$ cat src/design/afm_regs.vh
// Register offsets, field positions, reset values and sizes for the result and bus-master block
`ifndef AFM_REGS_VH
`define AFM_REGS_VH
`define AFM_OFF_SINGLE_FILL      12'h084
`define AFM_OFF_SCAN_FILL        12'h088
`define AFM_OFF_SINGLE_FLUSH     12'h08c
`define AFM_OFF_SCAN_FLUSH       12'h090
`define AFM_OFF_MASTER_DIS       12'h094
`define AFM_ADDR_W               12
`define AFM_CNT_W                3
`define AFM_FLUSH_BIT            0
`define AFM_MDIS_LSB             2
`define AFM_MDIS_MSB             9
`define AFM_NBUS                 8
`define AFM_MDIS_RESET           8'h00
`define AFM_FIFO_DEPTH           4
`define AFM_DATA_W               16
`endif

$ cat src/design/afm_result_fifo.v
// Result FIFO with fill count and flush
`timescale 1ns/1ps
`include "afm_regs.vh"
module afm_result_fifo
(
    input  wire                     pclk,
    input  wire                     presetn,
    input  wire                     flush,
    input  wire                     wr_valid,
    output wire                     wr_ready,
    input  wire [`AFM_DATA_W-1:0]   wr_data,
    input  wire                     rd_pop,
    output wire                     rd_valid,
    output reg  [`AFM_DATA_W-1:0]   rd_data,
    output wire [`AFM_CNT_W-1:0]    unread_count
);
    reg [`AFM_DATA_W-1:0] mem [0:`AFM_FIFO_DEPTH-1];
    reg [1:0]             wptr_reg;
    reg [1:0]             rptr_reg;
    reg [`AFM_CNT_W-1:0]  cnt_reg;
    wire                  do_wr;
    wire                  do_rd;
    assign wr_ready     = (cnt_reg != 3'h4) && !flush;
    assign rd_valid     = (cnt_reg != 3'h0);
    assign do_wr        = wr_valid && wr_ready;
    assign do_rd        = rd_pop && rd_valid && !flush;
    assign unread_count = cnt_reg;
    always @(posedge pclk)
    begin
        if (do_wr)
            mem[wptr_reg] <= wr_data;
    end
    always @(posedge pclk or negedge presetn)
    begin
        if (!presetn)
        begin
            wptr_reg <= 2'h0;
            rptr_reg <= 2'h0;
            cnt_reg  <= 3'h0;
            rd_data  <= 16'h0000;
        end
        else if (flush)
        begin
            // Flush empties; a write in the same cycle is refused
            wptr_reg <= 2'h0;
            rptr_reg <= 2'h0;
            cnt_reg  <= 3'h0;
        end
        else
        begin
            if (do_wr)
                wptr_reg <= wptr_reg + 2'h1;
            if (do_rd)
            begin
                rptr_reg <= rptr_reg + 2'h1;
                rd_data  <= mem[rptr_reg];
            end
            if (do_wr && !do_rd)
                cnt_reg <= cnt_reg + 3'h1;
            else if (do_rd && !do_wr)
                cnt_reg <= cnt_reg - 3'h1;
        end
    end
endmodule // afm_result_fifo

$ cat src/design/afm_bus_master.v
// Result fill levels, flush triggers and shared analog bus master control over APB
//
// Chosen here: register access over APB.
`timescale 1ns/1ps
`include "afm_regs.vh"
module afm_bus_master
(
    input  wire                     pclk,
    input  wire                     presetn,
    input  wire                     psel,
    input  wire                     penable,
    input  wire                     pwrite,
    input  wire [`AFM_ADDR_W-1:0]   paddr,
    input  wire [31:0]              pwdata,
    output wire                     pready,
    output reg  [31:0]              prdata,
    output wire                     pslverr,
    input  wire                     single_wr_valid,
    output wire                     single_wr_ready,
    input  wire [`AFM_DATA_W-1:0]   single_wr_data,
    input  wire                     single_rd_pop,
    output wire                     single_rd_valid,
    output wire [`AFM_DATA_W-1:0]   single_rd_data,
    input  wire                     scan_wr_valid,
    output wire                     scan_wr_ready,
    input  wire [`AFM_DATA_W-1:0]   scan_wr_data,
    input  wire                     scan_rd_pop,
    output wire                     scan_rd_valid,
    output wire [`AFM_DATA_W-1:0]   scan_rd_data,
    input  wire [`AFM_NBUS-1:0]     bus_selected,
    output reg  [`AFM_NBUS-1:0]     bus_request,
    output reg  [`AFM_NBUS-1:0]     bus_master,
    output reg  [`AFM_NBUS-1:0]     bus_monitor,
    output wire [`AFM_NBUS-1:0]     bus_master_off
);
    // ****************************************************
    // APB decode
    // ****************************************************
    reg  [`AFM_NBUS-1:0]  mdis_reg;
    reg  [31:0]           rdata_next;
    reg                   hit;
    wire                  wr_en;
    wire                  rd_en;
    wire                  single_flush;
    wire                  scan_flush;
    wire [`AFM_CNT_W-1:0] single_cnt;
    wire [`AFM_CNT_W-1:0] scan_cnt;
    wire [11:0]           word_addr;
    assign word_addr = {paddr[`AFM_ADDR_W-1:2], 2'b00};
    assign pready    = 1'b1;
    assign wr_en     = psel && penable && pwrite;
    assign rd_en     = psel && !penable && !pwrite;
    assign pslverr   = psel && penable && !hit;
    always @*
    begin
        hit = 1'b1;
        if (word_addr == `AFM_OFF_SINGLE_FILL)
            hit = 1'b1;
        else if (word_addr == `AFM_OFF_SCAN_FILL)
            hit = 1'b1;
        else if (word_addr == `AFM_OFF_SINGLE_FLUSH)
            hit = 1'b1;
        else if (word_addr == `AFM_OFF_SCAN_FLUSH)
            hit = 1'b1;
        else if (word_addr == `AFM_OFF_MASTER_DIS)
            hit = 1'b1;
        else
            hit = 1'b0;
    end
    // Flush triggers, writing zero does nothing
    assign single_flush = wr_en && (word_addr == `AFM_OFF_SINGLE_FLUSH)
                          && pwdata[`AFM_FLUSH_BIT];
    assign scan_flush   = wr_en && (word_addr == `AFM_OFF_SCAN_FLUSH)
                          && pwdata[`AFM_FLUSH_BIT];
    // ****************************************************
    // Read data
    // ****************************************************
    always @*
    begin
        rdata_next = 32'h0000_0000;
        if (word_addr == `AFM_OFF_SINGLE_FILL)
            rdata_next[`AFM_CNT_W-1:0] = single_cnt;
        else if (word_addr == `AFM_OFF_SCAN_FILL)
            rdata_next[`AFM_CNT_W-1:0] = scan_cnt;
        else if (word_addr == `AFM_OFF_MASTER_DIS)
            rdata_next[`AFM_MDIS_MSB:`AFM_MDIS_LSB] = mdis_reg;
        else
            rdata_next = 32'h0000_0000;
    end
    // Read data captured in setup, stable through access
    always @(posedge pclk or negedge presetn)
    begin
        if (!presetn)
            prdata <= 32'h0000_0000;
        else if (rd_en)
            prdata <= rdata_next;
    end
    // ****************************************************
    // Master-off register
    // ****************************************************
    always @(posedge pclk or negedge presetn)
    begin
        if (!presetn)
            mdis_reg <= `AFM_MDIS_RESET;
        else if (wr_en && (word_addr == `AFM_OFF_MASTER_DIS))
            mdis_reg <= pwdata[`AFM_MDIS_MSB:`AFM_MDIS_LSB];
    end
    assign bus_master_off = mdis_reg;
    // ****************************************************
    // Shared analog bus arbitration per bus
    // ****************************************************
    genvar i;
    generate
        for (i = 0; i < `AFM_NBUS; i = i + 1)
        begin : g_bus
            always @(posedge pclk or negedge presetn)
            begin
                if (!presetn)
                begin
                    bus_request[i] <= 1'b0;
                    bus_master[i]  <= 1'b0;
                    bus_monitor[i] <= 1'b0;
                end
                else
                begin
                    bus_request[i] <= bus_selected[i] && !mdis_reg[i];
                    bus_master[i]  <= bus_selected[i] && !mdis_reg[i];
                    bus_monitor[i] <= mdis_reg[i];
                end
            end
        end
    endgenerate
    // ****************************************************
    // Result FIFOs
    // ****************************************************
    afm_result_fifo u_single
    (
        .pclk         (pclk),
        .presetn      (presetn),
        .flush        (single_flush),
        .wr_valid     (single_wr_valid),
        .wr_ready     (single_wr_ready),
        .wr_data      (single_wr_data),
        .rd_pop       (single_rd_pop),
        .rd_valid     (single_rd_valid),
        .rd_data      (single_rd_data),
        .unread_count (single_cnt)
    );
    afm_result_fifo u_scan
    (
        .pclk         (pclk),
        .presetn      (presetn),
        .flush        (scan_flush),
        .wr_valid     (scan_wr_valid),
        .wr_ready     (scan_wr_ready),
        .wr_data      (scan_wr_data),
        .rd_pop       (scan_rd_pop),
        .rd_valid     (scan_rd_valid),
        .rd_data      (scan_rd_data),
        .unread_count (scan_cnt)
    );
endmodule // afm_bus_master

$ cat config.mk
export PLATFORM = sky130hd
export DESIGN_NAME = afm_bus_master
export DESIGN_NICKNAME = d
export VERILOG_FILES = /design/src/design/afm_result_fifo.v /design/src/design/afm_bus_master.v
export VERILOG_INCLUDE_DIRS = /design/src /design/src/design
export SDC_FILE = /design/constraint.sdc
export NUM_CORES = 1
export LEC_CHECK = 0
export BUFFER_PORTS_ARGS = -buffer_cell sky130_fd_sc_hd__buf_2
export CAP_MARGIN = 15
export CORE_MARGIN = 3
export CORE_UTILIZATION = 58
export CTS_CLUSTER_DIAMETER = 30
export CTS_CLUSTER_SIZE = 8
export DETAILED_ROUTE_END_ITERATION = 16
export PLACE_DENSITY_LB_ADDON = 0.25
export SLEW_MARGIN = 25
export SYNTH_ARGS = -nofsm -noshare
export SYNTH_HDL_FRONTEND = slang
export SYNTH_SLANG_ARGS = --single-unit
$ cat constraint.sdc
create_clock -name pclk -period 6.5 [get_ports pclk]
set_input_delay 0.65 -clock pclk [delete_from_list [all_inputs] [get_ports pclk]]
set_output_delay 0.65 -clock pclk [all_outputs]
set_load 0.05 [all_outputs]
==> flow_summary.yaml, run 1 <==
setup_path:
  ff2ff_path_depth: 7
  critical_path_arrival_ps: 2280
  critPathKind: "in2out"
  worst-path-buf-inv: 2
  critical-path-top-delay-family: "simple AND/OR/NAND/NOR gates"
  worst-path-stages: 5
  required_ps: 5850
  max_stage_delay_ps: 620
  cp_cell_sequence: "buf_2, or4b_4, nor4_4, a21oi_1, buf_2"
  critPathMaxFanout: 11
  slowest_stage: "nor4_4"
  startpoint_type: "input pin"
  ff2ff_setup_slack_ps: 4210
  path_common_cell: "buf_2"
  end_kind: "output port"
die:
  core_sq_um: 14000
  dieArea_sq_um: 16000
  start_util_pct: 59.9
  die_x_um: 126
  die_h_um: 126
  io_pins: 195
  rows: 43
place:
  portBuffers: 146
  routabilityCongestion: 0.822
  dp_slack_ps: 3120
  dp_hpwl_um: 9740
  place_area_sq_um: 9150
synth:
  syn_area_sq_um: 8410
  synthDistinctLibCells: 50
  avgSynthCellArea_sq_um: 17.2
  yosys_warnings: 0
  synth_ff_type: "edfxtp_1"
  ys_seq_area_share_pct: 69.5
  synth_async_sr_flop_share_pct: 38.5
  syn_inst: 490
  synth-edff-count: 128
  synth-seq-cells: 208
outcome:
  status: "finished clean"
cts:
  clk_latency_ps: 510
  cts-htree-levels: 2
  holdBufCountCts: 0
  numCtsBuffers: 40
  cts_setup_buffers: 0
  cts-root-buf: "clkbuf_16"
  ctsResizeCount: 0
  cts_sinks: 208
  clockBufferDepth: 3
  clk_pin_slew_ps: 40
  cts_tree: "yes"
pwr:
  power.leakage_nw: 4.33
  comb_power_share_pct: 26.4
  ir_worst_vdd_uv: 387
  switchingPower_mw: 1.73
  pwr-share-clk_pct: 36.9
  power.internal_mw: 3.63
  power.density_nw_per_um2: 512
  swShare_pct: 32.2
  seqPwrFrac_pct: 36.7
sta:
  slew_violations: 0
  fmax_ghz: 0.341
  rsz0062_at_grt: "no"
  skew_ps: 14.8
  tns_ps: 0
  period_share_pct: 45.1
  finalHoldViolations: 0
  timing.final.ws_setup_ps: 3570
  setup-violations-final: 0
  tightest_slew_ps: 898
  min_period_ps: 2930
  relSlewSlack_pct: 40.1
finish:
  seqCellArea_sq_um: 5850
  area_delta_synth_final_pct: 24.4
  finalNetCount: 752
  drive_above_1_share_pct: 42.1
  antenna_cells: 0
  final_util_pct: 74.6
  multi_input_area_sq_um: 2280
  n_fill_cell: 832
  top_regs: "u_scan.mem (64), u_single.mem (64)"
  post-route-cell-area_sq_um: 10500
global_route:
  grt_pass1_vias: 5011
  busiest_layer: "met2"
  grt_max_degree: 59
  met1_usage_pct: 25.0
  gr-usage-met3_pct: 5.43
  grtUsageTotal_pct: 20.7
  grt_pass1_wl_um: 25900
  grt_use_met2_pct: 35.7
  grt-ovfl-total: 0
  antenna_found_initial: 0
drt:
  drtIter0Drc: 223
  drc: 0
  wire_per_inst_um: 18.8
  drtPass1Iterations: 5
  antenna_left: 0
  routed_wl_um: 16200
  avgViaCountPerCell: 5.47
  num_vias: 4704
flow_run:
  cap_violations: 0
hold_path:
  worst_hold_path_type: "in2async"
[cell usage after synthesis (2+ instances only)]
library cell / count / area share [%]
edfxtp_1: 128 / 46
o31a_1: 2 / 0.21
mux2_2: 32 / 4.3
conb_1: 2 / 0.089
a21oi_1: 9 / 0.54
buf_2: 4 / 0.24
inv_1: 11 / 0.49
and2_1: 8 / 0.59
and3_1: 2 / 0.15
o31ai_1: 2 / 0.18
nand2_1: 14 / 0.62
nor4_1: 2 / 0.15
mux2_4: 8 / 1.4
clkbuf_1: 15 / 0.67
nor2_1: 14 / 0.62
o41ai_1: 2 / 0.21
a22oi_1: 5 / 0.45
mux2i_1: 3 / 0.36
mux4_2: 32 / 8.6
o21ai_0: 5 / 0.30
or3b_2: 3 / 0.31
xor2_1: 2 / 0.21
nor3_1: 7 / 0.42
nor3b_1: 4 / 0.36
ha_1: 8 / 1.2
buf_6: 2 / 0.27
buf_4: 31 / 2.8
xnor2_1: 6 / 0.62
a22o_1: 8 / 0.83
buf_1: 3 / 0.13
nand3b_1: 2 / 0.18
fa_1: 2 / 0.48
dfrtp_1: 80 / 24
nand3_1: 6 / 0.36
or3_1: 2 / 0.15
nor2b_1: 10 / 0.74
[metal layers]
layer | part of all wire, % | vias up
met1 | 39 | 2394
li1 | - | 2132
met3 | 6.7 | 25
met4 | 1.9 | 0
met2 | 53 | 153
met5 | 0 | -
[metrics by stage]
step / hold slack [ps] / power (mW) / instances
3_3_place_gp: 431 / 3.36 / 787
2_1_floorplan: 354 / 3.06 / 511
6_report: 58.8 / 5.36 / 860
3_5_place_dp: 448 / 3.41 / 787
4_1_cts: 59.7 / 5.43 / 860
5_1_grt: 71.3 / 5.60 / 860
[cells by family after synthesis]
kind of cell | after synthesis | synth area share, %
flip-flops | 208 | 69.5
AND/OR/NAND/NOR | 80 | 5.29
multiplexers | 75 | 14.6
buffers and inverters | 66 | 4.56
AO/OA/AOI/OAI | 41 | 3.45
adder cells (fa/ha/maj) | 10 | 1.67
XOR/XNOR | 8 | 0.833
other | 2 | 0.0893
[cell usage in the layout (no fill, tap or decap), drive strengths merged, types with 6 or more instances in the layout]
master / synthesis / final
buf: 40 / 151
edfxtp: 128 / 128
dfrtp: 80 / 80
clkbuf: 15 / 51
mux2: 40 / 40
mux4: 32 / 32
conb: 2 / 23
nand2: 14 / 14
nor2: 14 / 14
inv: 11 / 13
clkinv: 0 / 12
nor2b: 10 / 10
a21oi: 9 / 9
and2: 8 / 8
a22o: 8 / 8
ha: 8 / 8
nor3: 7 / 7
nand3: 6 / 6
xnor2: 6 / 6
[power by group through the flow]
stage	sequential, mW	clock, mW	combinational, mW
final	1.97	1.98	1.41
after global routing	2.01	2.07	1.52
after CTS	1.97	2.02	1.44
after detailed placement	1.99	0	1.43
after global placement	1.97	0	1.39
after floorplan	2.22	0	0.841
[final timing paths]
check	from	endpoint
max	paddr[9]	single_wr_ready
max in group asynchronous	presetn	u_single.rptr_reg[0]$_DFFE_PN0P_
max reg2reg	u_scan.unread_count[2]$_DFFE_PN0P_	u_scan.unread_count[2]$_DFFE_PN0P_
min	presetn	u_single.rd_data[11]$_DFFE_PN0P_
min in group pclk	scan_wr_data[1]	u_scan.mem[3][1]$_DFFE_PP_
min reg2reg	bus_master_off[0]$_DFFE_PN0P_	bus_monitor[0]$_DFF_PN0_
[cell type report]
cell class | instances | share of cell area (%)
clock buffer | 51 | 10.2
timing repair buffer | 151 | 7.36
clock inverter | 22 | 2.34
multi-input combinational | 237 | 21.8
inverter | 11 | 0.394
sequential | 208 | 55.8
tap | 180 | 2.15
No activity file was read; power rests on OpenSTA's default activity.
==> inputs of run 2 (changes only) <==
Settings changed: CORE_UTILIZATION 58 to 48.
Clock period 6.5 ns to 2.4 ns, I/O delays scaled along.
==> flow_summary.yaml, run 2 (same netlist as run 1, synthesis figures left out) <==
global_route:
  grt-ovfl-total: 0
  grt_pass1_vias: 5367
  grt_pass1_wl_um: 28000
  antenna_found_initial: 0
  grtUsageTotal_pct: 18.2
  grt_max_degree: 50
setup_path:
  startpoint_type: "flip-flop"
  r2r_start: "u_scan.unread_count[0]$_DFFE_PN0P_"
  ff2ff_path_depth: 7
  required_ps: 2830
  critPathMaxFanout: 4
  end_kind: "flip-flop"
  critical_path_arrival_ps: 2590
  ff2ff_setup_slack_ps: 230
  critPathKind: "reg2reg"
  worstReg2RegEnd: "u_scan.unread_count[2]$_DFFE_PN0P_"
drt:
  num_vias: 4947
  routed_wl_um: 17100
  avgViaCountPerCell: 5.11
  drtIter0Drc: 207
  wire_per_inst_um: 17.7
  drtPass1Iterations: 4
  drc: 0
  antenna_left: 0
sta:
  timing.hold.ws_ps: 21.3
  rsz0062_at_grt: "no"
  min_period_ps: 2170
  period_share_pct: 90.4
  slew_violations: 0
  setup-violations-final: 0
  fmax_ghz: 0.461
  skew_ps: 10.0
  finalHoldViolations: 0
  timing.final.ws_setup_ps: 231
  relSlewSlack_pct: 64.4
  tightest_slew_ps: 534
place:
  post-place-cells: 846
  routabilityCongestion: 0.793
  dp_slack_ps: -6.43
  portBuffers: 146
  dp_hpwl_um: 10500
  place_area_sq_um: 9490
cts:
  ctsResizeCount: 0
  numCtsBuffers: 40
  cts_sinks: 208
  clk_pin_slew_ps: 40
  clockBufferDepth: 3
  clk_latency_ps: 510
  cts-root-buf: "clkbuf_16"
  cts_tree: "yes"
  cts_setup_buffers: 0
  cts-htree-levels: 2
pwr:
  power.leakage_nw: 4.61
  power.density_nw_per_um2: 1290
  ir_worst_vdd_uv: 938
finish:
  drive_above_1_share_pct: 41.1
  final_cell_mix: "145 x buf_2, 128 x edfxtp_1, 80 x dfrtp_1"
  post-route-cell-area_sq_um: 11200
  top_regs: "u_scan.mem (64), u_single.mem (64)"
  final_common_cell: "buf_2"
  finalNetCount: 820
  final_util_pct: 66.3
  area_delta_synth_final_pct: 33.1
  antenna_cells: 0
  n_fill_cell: 1157
  instances_no_fill: 969
die:
  die_x_um: 138
  io_pins: 195
  core_sq_um: 16900
  rows: 47
  start_util_pct: 49.9
  die_h_um: 138
  dieArea_sq_um: 19200
hold_path:
  worst_hold_path_type: "in2reg"
  hold_start: "paddr[4]"
  min_to: "prdata[1]$_DFFE_PN0P_"
  whs_path_depth: 2
flow_run:
  cap_violations: 0
outcome:
  status: "finished clean"
-- run 2: cell count changes in the layout (fill, tap and decap cells not counted), sizes merged --
cell,previous run,this run
buf,151,170
clkbuf,51,52
clkinv,12,14
clkinvlp,3,5
dlygate4sd3,0,49
bufinv,5,1
-- run 2: routing by layer --
layer  up-vias  wire length [um]  GRT usage [%]
met5         -                 0              0
met1      2458              6730           21.2
met4         0               490           6.71
met3        52              1080           5.46
li1       2272                 -              -
met2       165              8810           32.1
-- run 2: repair_timing --
item,CTS,global route
hold buffers,49,0
endpoints found under the setup margin,0,0
hold endpoints to repair,175,0
-- run 2: final cells by class --
type                            count  area, sq um  share of cell area, %
Sequential cell                   208         5850                   52.2
Multi-Input combinational cell    237         2280                   20.3
Timing Repair Buffer              219         1540                   13.8
Clock buffer                       52         1070                   9.53
Tap cell                          220          275                   2.46
Clock inverter                     22          150                   1.34
Inverter                           11         41.3                  0.369
-- run 2: how the worst max path moves through the flow --
stage	start	to	slack, ps	depth (start not counted)
after floorplan	paddr[9]	u_scan.unread_count[2]$_DFFE_PN0P_	20	8
after global placement	paddr[9]	u_scan.unread_count[2]$_DFFE_PN0P_	50	8
after detailed placement	paddr[9]	u_scan.unread_count[2]$_DFFE_PN0P_	-6	8
after CTS	u_scan.unread_count[0]$_DFFE_PN0P_	u_scan.unread_count[2]$_DFFE_PN0P_	220	7
after global routing	u_scan.unread_count[0]$_DFFE_PN0P_	u_scan.unread_count[2]$_DFFE_PN0P_	40	7
final	u_scan.unread_count[0]$_DFFE_PN0P_	u_scan.unread_count[2]$_DFFE_PN0P_	230	7
-- run 2: critical path: stages, from the launching register on --
cell and delay, ps:
dfrtp_1 370, or3b_2 520, nand2_1 180, nor3_1 90, fa_1 440, o32ai_1 240
a22oi_1 120, a21oi_1 140
-- run 2: report_power, final --
part,switching (mW),internal [mW]
Clock,1.69,3.23
Combinational,2.75,1.77
Sequential,0.304,4.71
Total,4.75,9.71
-- run 2: stage by stage --
step / total power [mW] / TNS, ps
after floorplan: 8.29 / 0
after global placement: 9.43 / 0
after detailed placement: 9.59 / -6.43
after CTS: 14.7 / 0
after global routing: 15.2 / 0
final: 14.5 / 0
